**src/vcu_pkg.sv**
```systemverilog
// vcu_pkg: shared constants and types of the vector compare unit
// assumes the pipeline decodes instructions into the op codes below
package vcu_pkg;

  localparam int VREG_BITS = 128;
  localparam int GPR_BITS  = 32;

  // element format encodings
  localparam logic [1:0] FMT_BYTE = 2'h0;
  localparam logic [1:0] FMT_HALF = 2'h1;
  localparam logic [1:0] FMT_WORD = 2'h2;
  localparam logic [1:0] FMT_DBL  = 2'h3;

  // control register selectors
  localparam logic [4:0] SEL_IMPL   = 5'h00;
  localparam logic [4:0] SEL_CSR    = 5'h01;
  localparam logic [4:0] SEL_PRIV_LO = 5'h02;
  localparam logic [4:0] SEL_PRIV_HI = 5'h07;

  // privileged-regs-present flag position in the implementation register
  localparam int PRIV_PRESENT_BIT = 17;

  typedef enum logic [2:0] {
    VCU_OP_VEQ,
    VCU_OP_IEQ,
    VCU_OP_VLES,
    VCU_OP_VLEU,
    VCU_OP_ILES,
    VCU_OP_ILEU,
    VCU_OP_CFRD
  } vcu_op_t;

  typedef enum logic [1:0] {
    VCU_EXC_NONE,
    VCU_EXC_RESERVED,
    VCU_EXC_DISABLED,
    VCU_EXC_COP0
  } vcu_exc_t;

endpackage : vcu_pkg

```
**src/vcu_lane_cmp.sv**
```systemverilog
// vcu_lane_cmp: one lane of equality / less-or-equal compare
// assumes operands are already sliced to the lane width
`timescale 1ns/1ps
`default_nettype none
module vcu_lane_cmp #(
  parameter int W = 8
) (
  input  wire logic [W-1:0] a,        // first source element
  input  wire logic [W-1:0] b,        // second source or immediate
  input  wire logic         eq_mode,  // equality instead of less-or-equal
  input  wire logic         sgn,      // signed less-or-equal
  output logic      [W-1:0] res       // all ones when true
);
  logic hit;
  always_comb begin
    if (eq_mode) begin
      hit = (a == b);
    end else if (sgn) begin
      hit = ($signed(a) <= $signed(b));
    end else begin
      hit = ({1'b0, a} <= {1'b0, b});
    end
    res = {W{hit}};
  end
endmodule : vcu_lane_cmp
`default_nettype wire

```
**src/vcu_top.sv**
```systemverilog
// vcu_top: element-wise integer compare and control-register read
// assumes one decoded operation per issue pulse on the core clock
`timescale 1ns/1ps
`default_nettype none
// Overview of operation
// - immediate equal: lane equals sign-extended immediate
// - vector equal: lanes of both sources equal
// - true compare sets every element bit
// - format selects byte/half/word/double lanes
// - signed vector less-or-equal compare
// - unsigned vector compare via zero prefix
// - signed immediate less-or-equal compare
// - immediate sign-extended from its bit four
// - unsigned immediate zero-extended, less-or-equal
// - no operand-value dependent exceptions
// - reserved or disabled raises exception
// - control read copies selected register
// - selectors 0 and 1 always readable
// - selectors 2..7 need privileged regs present
// - selectors 2..7 need coprocessor 0 usable
// - absent or reserved register reads zero
// - operands are integers in element format
module vcu_top
  import vcu_pkg::*;
#(
  parameter int VB = VREG_BITS
) (
  input  wire logic              clock,       // core clock, 40 MHz
  input  wire logic              rstn,        // async reset, active low
  input  wire logic              issue,       // operation valid pulse
  input  wire vcu_op_t           op,          // decoded operation
  input  wire logic              supported,   // op is implemented
  input  wire logic              ext_enabled, // vector extension enabled
  input  wire logic              cop0_usable, // coprocessor 0 usable
  input  wire logic [1:0]        element_format, // lane size
  input  wire logic [VB-1:0]     vector_source_first,  // first source
  input  wire logic [VB-1:0]     vector_source_second, // second source
  input  wire logic [4:0]        imm5,        // signed or unsigned imm
  input  wire logic [4:0]        vector_dest_idx, // destination index
  input  wire logic [4:0]        control_reg_selector, // cs field
  input  wire logic [4:0]        dest_general_register, // rd field
  input  wire logic [GPR_BITS-1:0] implementation_register, // sel 0
  input  wire logic [GPR_BITS-1:0] control_status_register, // sel 1
  input  wire logic [GPR_BITS-1:0] access_register,  // sel 2
  input  wire logic [GPR_BITS-1:0] save_register,    // sel 3
  input  wire logic [GPR_BITS-1:0] modify_register,  // sel 4
  input  wire logic [GPR_BITS-1:0] request_register, // sel 5
  input  wire logic [GPR_BITS-1:0] map_register,     // sel 6
  input  wire logic [GPR_BITS-1:0] unmap_register,   // sel 7
  output logic                   vec_we,      // write vector destination
  output logic      [4:0]        vec_waddr,   // vector destination index
  output logic      [VB-1:0]     vector_destination, // compare result
  output logic                   gpr_we,      // write general register
  output logic      [4:0]        gpr_waddr,   // general register index
  output logic      [GPR_BITS-1:0] gpr_wdata, // control register value
  output logic                   exc_valid,   // exception pulse
  output var vcu_exc_t           exc_code     // exception cause
);

  // the doubleword lane array needs whole 64-bit lanes
  if (VB % 64 != 0 || VB < 64) begin : g_bad_width
    $error("vcu_top: VB must be a positive multiple of 64");
  end

  // ------------------------------------------------------------------
  // state
  // ------------------------------------------------------------------
  typedef struct packed {
    logic                vec_we;
    logic [4:0]          vec_waddr;
    logic [VB-1:0]       vdest;
    logic                gpr_we;
    logic [4:0]          gpr_waddr;
    logic [GPR_BITS-1:0] gpr_wdata;
    logic                exc_valid;
    vcu_exc_t            exc_code;
  } vcu_state_t;

  vcu_state_t st;
  vcu_state_t next_st;

  // ------------------------------------------------------------------
  // lane compare arrays
  // ------------------------------------------------------------------
  logic is_imm;
  logic is_eq;
  logic is_sgn;
  always_comb begin
    is_imm = (op == VCU_OP_IEQ) || (op == VCU_OP_ILES) ||
             (op == VCU_OP_ILEU);
    is_eq  = (op == VCU_OP_VEQ) || (op == VCU_OP_IEQ);
    is_sgn = (op == VCU_OP_VLES) || (op == VCU_OP_ILES);
  end

  // unsigned immediate form zero-extends, the others sign-extend
  logic ext_bit;
  assign ext_bit = (op == VCU_OP_ILEU) ? 1'b0 : imm5[4];

  logic [VB-1:0] res_b;
  logic [VB-1:0] res_h;
  logic [VB-1:0] res_w;
  logic [VB-1:0] res_d;

  // all four widths evaluate in parallel; format only picks the result
  genvar g;
  generate
    for (g = 0; g < VB/8; g++) begin : g_b
      vcu_lane_cmp #(.W(8)) u_cmp (
        .a       (vector_source_first[8*g +: 8]),
        .b       (is_imm ? {{3{ext_bit}}, imm5}
                         : vector_source_second[8*g +: 8]),
        .eq_mode (is_eq),
        .sgn     (is_sgn),
        .res     (res_b[8*g +: 8])
      );
    end
    for (g = 0; g < VB/16; g++) begin : g_h
      vcu_lane_cmp #(.W(16)) u_cmp (
        .a       (vector_source_first[16*g +: 16]),
        .b       (is_imm ? {{11{ext_bit}}, imm5}
                         : vector_source_second[16*g +: 16]),
        .eq_mode (is_eq),
        .sgn     (is_sgn),
        .res     (res_h[16*g +: 16])
      );
    end
    for (g = 0; g < VB/32; g++) begin : g_w
      vcu_lane_cmp #(.W(32)) u_cmp (
        .a       (vector_source_first[32*g +: 32]),
        .b       (is_imm ? {{27{ext_bit}}, imm5}
                         : vector_source_second[32*g +: 32]),
        .eq_mode (is_eq),
        .sgn     (is_sgn),
        .res     (res_w[32*g +: 32])
      );
    end
    for (g = 0; g < VB/64; g++) begin : g_d
      vcu_lane_cmp #(.W(64)) u_cmp (
        .a       (vector_source_first[64*g +: 64]),
        .b       (is_imm ? {{59{ext_bit}}, imm5}
                         : vector_source_second[64*g +: 64]),
        .eq_mode (is_eq),
        .sgn     (is_sgn),
        .res     (res_d[64*g +: 64])
      );
    end
  endgenerate

  // ------------------------------------------------------------------
  // next state
  // ------------------------------------------------------------------
  logic priv_sel;
  logic priv_present;
  always_comb begin
    priv_sel     = (control_reg_selector >= SEL_PRIV_LO) &&
                   (control_reg_selector <= SEL_PRIV_HI);
    priv_present = implementation_register[PRIV_PRESENT_BIT];
    next_st           = st;
    next_st.vec_we    = 1'b0;
    next_st.gpr_we    = 1'b0;
    next_st.exc_valid = 1'b0;
    next_st.exc_code  = VCU_EXC_NONE;
    if (issue) begin
      // only decode and enable checks raise; data never does
      if (!supported) begin
        next_st.exc_valid = 1'b1;
        next_st.exc_code  = VCU_EXC_RESERVED;
      end else if (!ext_enabled) begin
        next_st.exc_valid = 1'b1;
        next_st.exc_code  = VCU_EXC_DISABLED;
      end else if (op == VCU_OP_CFRD) begin
        next_st.gpr_waddr = dest_general_register;
        next_st.gpr_wdata = '0;
        next_st.gpr_we    = 1'b1;
        if (control_reg_selector == SEL_IMPL) begin
          next_st.gpr_wdata = implementation_register;
        end else if (control_reg_selector == SEL_CSR) begin
          next_st.gpr_wdata = control_status_register;
        end else if (priv_sel && priv_present) begin
          if (!cop0_usable) begin
            next_st.gpr_we    = 1'b0;
            next_st.exc_valid = 1'b1;
            next_st.exc_code  = VCU_EXC_COP0;
            // a refused read leaves the last written value standing
            next_st.gpr_waddr = st.gpr_waddr;
            next_st.gpr_wdata = st.gpr_wdata;
          end else begin
            case (control_reg_selector[2:0])
              3'h2:    next_st.gpr_wdata = access_register;
              3'h3:    next_st.gpr_wdata = save_register;
              3'h4:    next_st.gpr_wdata = modify_register;
              3'h5:    next_st.gpr_wdata = request_register;
              3'h6:    next_st.gpr_wdata = map_register;
              3'h7:    next_st.gpr_wdata = unmap_register;
              default: next_st.gpr_wdata = '0;
            endcase
          end
        end
      end else begin
        next_st.vec_we    = 1'b1;
        next_st.vec_waddr = vector_dest_idx;
        case (element_format)
          FMT_BYTE: next_st.vdest = res_b;
          FMT_HALF: next_st.vdest = res_h;
          FMT_WORD: next_st.vdest = res_w;
          FMT_DBL:  next_st.vdest = res_d;
          default:  next_st.vdest = res_b;
        endcase
      end
    end
  end

  always_ff @(posedge clock or negedge rstn) begin
    if (!rstn) begin
      st <= '0;
    end else begin
      st <= next_st;
    end
  end

  assign vec_we             = st.vec_we;
  assign vec_waddr          = st.vec_waddr;
  assign vector_destination = st.vdest;
  assign gpr_we             = st.gpr_we;
  assign gpr_waddr          = st.gpr_waddr;
  assign gpr_wdata          = st.gpr_wdata;
  assign exc_valid          = st.exc_valid;
  assign exc_code           = st.exc_code;

endmodule : vcu_top
`default_nettype wire

```
**config.mk**
```make
export PLATFORM = sky130hd
export DESIGN_NAME = vcu_top
export DESIGN_NICKNAME = d
export VERILOG_FILES = /design/src/vcu_pkg.sv /design/src/vcu_lane_cmp.sv /design/src/vcu_top.sv
export SDC_FILE = /design/constraint.sdc
export NUM_CORES = 1
export LEC_CHECK = 0
export BUFFER_PORTS_ARGS = -buffer_cell sky130_fd_sc_hd__buf_4
export CORE_AREA = 5 5 276 278
export CTS_CLUSTER_SIZE = 16
export DETAILED_ROUTE_END_ITERATION = 10
export DIE_AREA = 0 0 281 283
export PLACE_DENSITY = 0.36
export SLEW_MARGIN = 5
export SYNTH_ARGS = -nofsm -noshare
export SYNTH_HDL_FRONTEND = slang
export SYNTH_SLANG_ARGS = --single-unit
```
**constraint.sdc**
```tcl
create_clock -name clock -period 1.7 [get_ports clock]
set_input_delay 0.34 -clock clock [delete_from_list [all_inputs] [get_ports clock]]
set_output_delay 0.34 -clock clock [all_outputs]
set_load 0.01 [all_outputs]
```
==> flow_results.xml <==
<?xml version="1.0" encoding="UTF-8"?>
<metrics>
  <group name="routing">
    <metric name="vias" unit="">16100</metric>
    <metric name="remaining_drc_errors" unit="">0</metric>
    <metric name="antenna_left" unit="">0</metric>
    <metric name="firstDrtPassIters" unit="">5</metric>
    <metric name="first_iter_violations" unit="">856</metric>
    <metric name="routedWlPerCell" unit="um">23.0</metric>
    <metric name="drt-total-wl" unit="mm">80.6</metric>
    <metric name="via_per_inst" unit="">4.59</metric>
  </group>
  <group name="pwr">
    <metric name="power.static_leakage" unit="nW">10.6</metric>
    <metric name="swShare" unit="%">41.7</metric>
    <metric name="cell_area_power_density" unit="mW/mm^2">545</metric>
    <metric name="combinationalPowerShare" unit="%">66.2</metric>
    <metric name="cellInternalPower" unit="mW">6.93</metric>
    <metric name="max-vdd-ir-drop" unit="uV">353</metric>
    <metric name="power_frac_seq" unit="%">18.2</metric>
    <metric name="share_clk_of_total_power" unit="%">15.6</metric>
    <metric name="net-switching-power" unit="mW">4.95</metric>
  </group>
  <group name="yosys">
    <metric name="postSynthCellCount" unit="">1576</metric>
    <metric name="synth_top_area_cell" unit="">sky130_fd_sc_hd__ha_1</metric>
    <metric name="synthesis.area" unit="mm^2">0.0114</metric>
    <metric name="asyncSetResetFlopFracSynth" unit="%">100</metric>
    <metric name="post-synth-top-count-cell" unit="">sky130_fd_sc_hd__a21oi_1</metric>
    <metric name="synth-seq-cells" unit="">63</metric>
    <metric name="synthesis.nets" unit="">2317</metric>
    <metric name="synth_top_flop_cell" unit="">sky130_fd_sc_hd__dfrtp_1</metric>
    <metric name="ys.warnings.count" unit="">0</metric>
    <metric name="post_synth.cell_area_avg" unit="um^2">7.26</metric>
    <metric name="synth_largest_type_area_fraction" unit="%">21.7</metric>
    <metric name="yosysSeqAreaShare" unit="%">13.8</metric>
    <metric name="netlist_top_cells_count" unit="">sky130_fd_sc_hd__a21oi_1, sky130_fd_sc_hd__ha_1, sky130_fd_sc_hd__o21ai_0, sky130_fd_sc_hd__nand2_1, sky130_fd_sc_hd__buf_4</metric>
    <metric name="netlist-cell-type-count" unit="">67</metric>
    <metric name="synth_top_cells_by_area" unit="">sky130_fd_sc_hd__ha_1, sky130_fd_sc_hd__dfrtp_1, sky130_fd_sc_hd__a21oi_1</metric>
    <metric name="synth-edff-count" unit="">0</metric>
  </group>
  <group name="sta">
    <metric name="postLayoutSetupSlackWorst" unit="ns">-1.69</metric>
    <metric name="whs" unit="ns">0.175</metric>
    <metric name="finalClockSkew" unit="ns">0</metric>
    <metric name="min_period_over_period" unit="%">199</metric>
    <metric name="pins_over_their_slew_limit" unit="">0</metric>
    <metric name="finalCriticalPeriod" unit="ns">3.39</metric>
    <metric name="setup_violations" unit="">20</metric>
    <metric name="rsz0062_at_grt" unit="">true</metric>
    <metric name="fmax" unit="GHz">0.295</metric>
    <metric name="timing.setup.tns" unit="ns">-24.72</metric>
    <metric name="timing_worst_slew_pin_value" unit="ns">0.630</metric>
    <metric name="worst_rel_slew_slack" unit="%">57.9</metric>
    <metric name="final_hold_viol_count" unit="">0</metric>
  </group>
  <group name="setup_path">
    <metric name="critPathMaxFanout" unit="">7</metric>
    <metric name="worst_setup_path_start_kind" unit="">primary input</metric>
    <metric name="timing.critical_path.required" unit="ns">1.93</metric>
    <metric name="critical_path_arrival" unit="ns">3.62</metric>
    <metric name="timing.setup.critical_path_class" unit="">in -&gt; reg</metric>
    <metric name="endpoint_kind" unit="">flop</metric>
  </group>
  <group name="final_layout">
    <metric name="area_growth" unit="%">90.6</metric>
    <metric name="stdcell_count" unit="">3506</metric>
    <metric name="num-nets-final" unit="">3268</metric>
    <metric name="drive_gt1_share" unit="%">52.5</metric>
  </group>
  <group name="placement">
    <metric name="dp_cells" unit="">3445</metric>
    <metric name="buffer_ports.inserted" unit="">717</metric>
    <metric name="gp_congestion" unit="">0.887</metric>
    <metric name="post-dp-hpwl" unit="mm">68.0</metric>
  </group>
  <group name="cts">
    <metric name="ctsRootBufferMaster" unit="">sky130_fd_sc_hd__clkbuf_16</metric>
    <metric name="clock_path_buffers" unit="">2</metric>
    <metric name="clkSlewWorstSetupHoldPaths" unit="ns">0.06</metric>
    <metric name="cts_made_buffers" unit="">9</metric>
    <metric name="cts_tree" unit="">yes</metric>
    <metric name="clock_sink_count" unit="">63</metric>
    <metric name="htree_levels" unit="">3</metric>
    <metric name="worst_skew_pair.late_latency" unit="ns">0.35</metric>
  </group>
  <group name="die">
    <metric name="design.core.area" unit="mm^2">0.0737</metric>
    <metric name="design.portCount" unit="">718</metric>
    <metric name="fp.dieArea" unit="mm^2">0.0795</metric>
    <metric name="dieHeight" unit="um">283</metric>
    <metric name="core.rowCount" unit="">100</metric>
    <metric name="fp.dieW" unit="um">281</metric>
    <metric name="initial_core_utilization" unit="%">15.5</metric>
  </group>
  <group name="flow_run">
    <metric name="cap_violations" unit="">0</metric>
  </group>
  <group name="global_routing">
    <metric name="grt_start_max_net_pins" unit="">46</metric>
    <metric name="first_global_vias" unit="">16800</metric>
    <metric name="grt_overflow" unit="">0</metric>
    <metric name="gr-usage-all-layers" unit="%">18.9</metric>
    <metric name="antenna_found_initial" unit="">6</metric>
    <metric name="grt_first_pass_wirelength" unit="mm">113</metric>
  </group>
  <group name="run_status">
    <metric name="violations" unit="">setup timing</metric>
    <metric name="outcome" unit="">finished, violations left</metric>
  </group>
  <group name="worst_hold_path">
    <metric name="worst_hold_path_type" unit="">in -&gt; reg</metric>
  </group>
</metrics>
## cell type report
class	count	area (um^2)
Fill cell	8063	51900
Multi-Input combinational cell	1246	9290
Timing Repair Buffer	1146	9190
Sequential cell	63	1580
Tap cell	969	1210
Inverter	61	241
Clock buffer	10	239
Clock inverter	6	43.8
Antenna cell	5	12.5
## worst max-delay path, cell delays in order
cell and delay [ns]:
sky130_fd_sc_hd__buf_8 0.08, sky130_fd_sc_hd__inv_6 0.04, sky130_fd_sc_hd__maj3_2 0.32, sky130_fd_sc_hd__nand2b_4 0.17, sky130_fd_sc_hd__buf_12 0.17, sky130_fd_sc_hd__o21ai_2 0.06, sky130_fd_sc_hd__ha_1 0.30, sky130_fd_sc_hd__nand3_1 0.07
sky130_fd_sc_hd__or3_4 0.40, sky130_fd_sc_hd__or2_4 0.26, sky130_fd_sc_hd__or4_4 0.46, sky130_fd_sc_hd__o211ai_4 0.27, sky130_fd_sc_hd__xnor2_4 0.16, sky130_fd_sc_hd__a2111oi_4 0.41, sky130_fd_sc_hd__nor2_1 0.07
## repair_timing
item                                    in CTS  in global routing
endpoints found under the hold margin       52                  0
hold buffers                                 1                  0
gates resized for setup                    144                 90
setup buffers                               25                 14
gates cloned                                 7                  1
endpoints found under the setup margin      62                 23
pin swaps                                   36                 49
## sequential cells by signal (all words and copies together) (netlist names)
register	count
gpr_waddr	5
gpr_wdata	32
gpr_we	1
vec_we	1
exc_code	2
exc_valid	1
vec_waddr	5
vector_destination	16
## cells by family (layout without fill, tap and decap cells)
group	after synthesis	after routing	synth area share, %
muxes	8	8	0.755
and+or+nand+nor	372	372	15.5
other	0	5	0
adders and majority gates	199	199	21.7
AOI/OAI and AO/OA	658	658	34.8
buffers and inverters	267	1223	12.7
xor gates and xnor gates	9	9	0.689
DFF	63	63	13.8
## path summary, 6_finish.rpt
kind,startpoint,to,cells past startpoint,slack (ns)
min in group asynchronous,rstn,gpr_wdata[19],3,0.56
setup / recovery,imm5[4],vector_destination[71],15,-1.69
hold / removal,dest_general_register[2],gpr_waddr[2],3,0.17
setup reg to reg,vector_destination[103],vector_destination[103],3,0.59
hold reg to reg,gpr_waddr[2],gpr_waddr[2],2,0.48
max in group asynchronous,rstn,vector_destination[87],3,0.85
## stage by stage
stage	util [%]	setup slack (ns)	instance area [um^2]	power (mW)
2_1_floorplan	-	-1.85	11700	5.75
3_3_place_gp	27.5	-2.16	20200	9.51
3_5_place_dp	27.5	-2.13	20200	9.52
4_1_cts	29.1	-1.57	21400	11.9
5_1_grt	29.6	-1.78	21800	12.7
6_report	29.6	-1.69	21800	11.9
## power by group through the flow
stage	Clock, mW	Sequential [mW]	Combinational, mW
after global routing	2.03	2.22	8.51
after CTS	1.98	2.17	7.71
after floorplan	0	2.05	3.70
final	1.85	2.16	7.86
after global placement	0	2.18	7.33
after detailed placement	0	2.19	7.33
## layer usage
layer | part of all wire [%] | vias up | track usage [%] | routed length, um
met5 | 0 | - | 0 | 0
met4 | 2.5 | 0 | 4.69 | 1980
met3 | 4.5 | 77 | 2.59 | 3660
met2 | 50 | 510 | 33.3 | 40000
met1 | 43 | 7821 | 24.3 | 35000
li1 | - | 7701 | - | -
## cell usage in the layout (no fill, tap or decap), drive strengths merged, types with 18 or more instances in the layout
cell type / n
inv: 63
nand3: 33
a22oi: 97
nor3: 22
a211oi: 18
nor2b: 18
o21a: 22
nand4: 18
nor2: 74
ha: 198
o21ai: 161
a31oi: 40
a21oi: 220
buf: 1143
o22ai: 33
dfrtp: 63
nand2: 140
(Power assumes the default switching activity.)
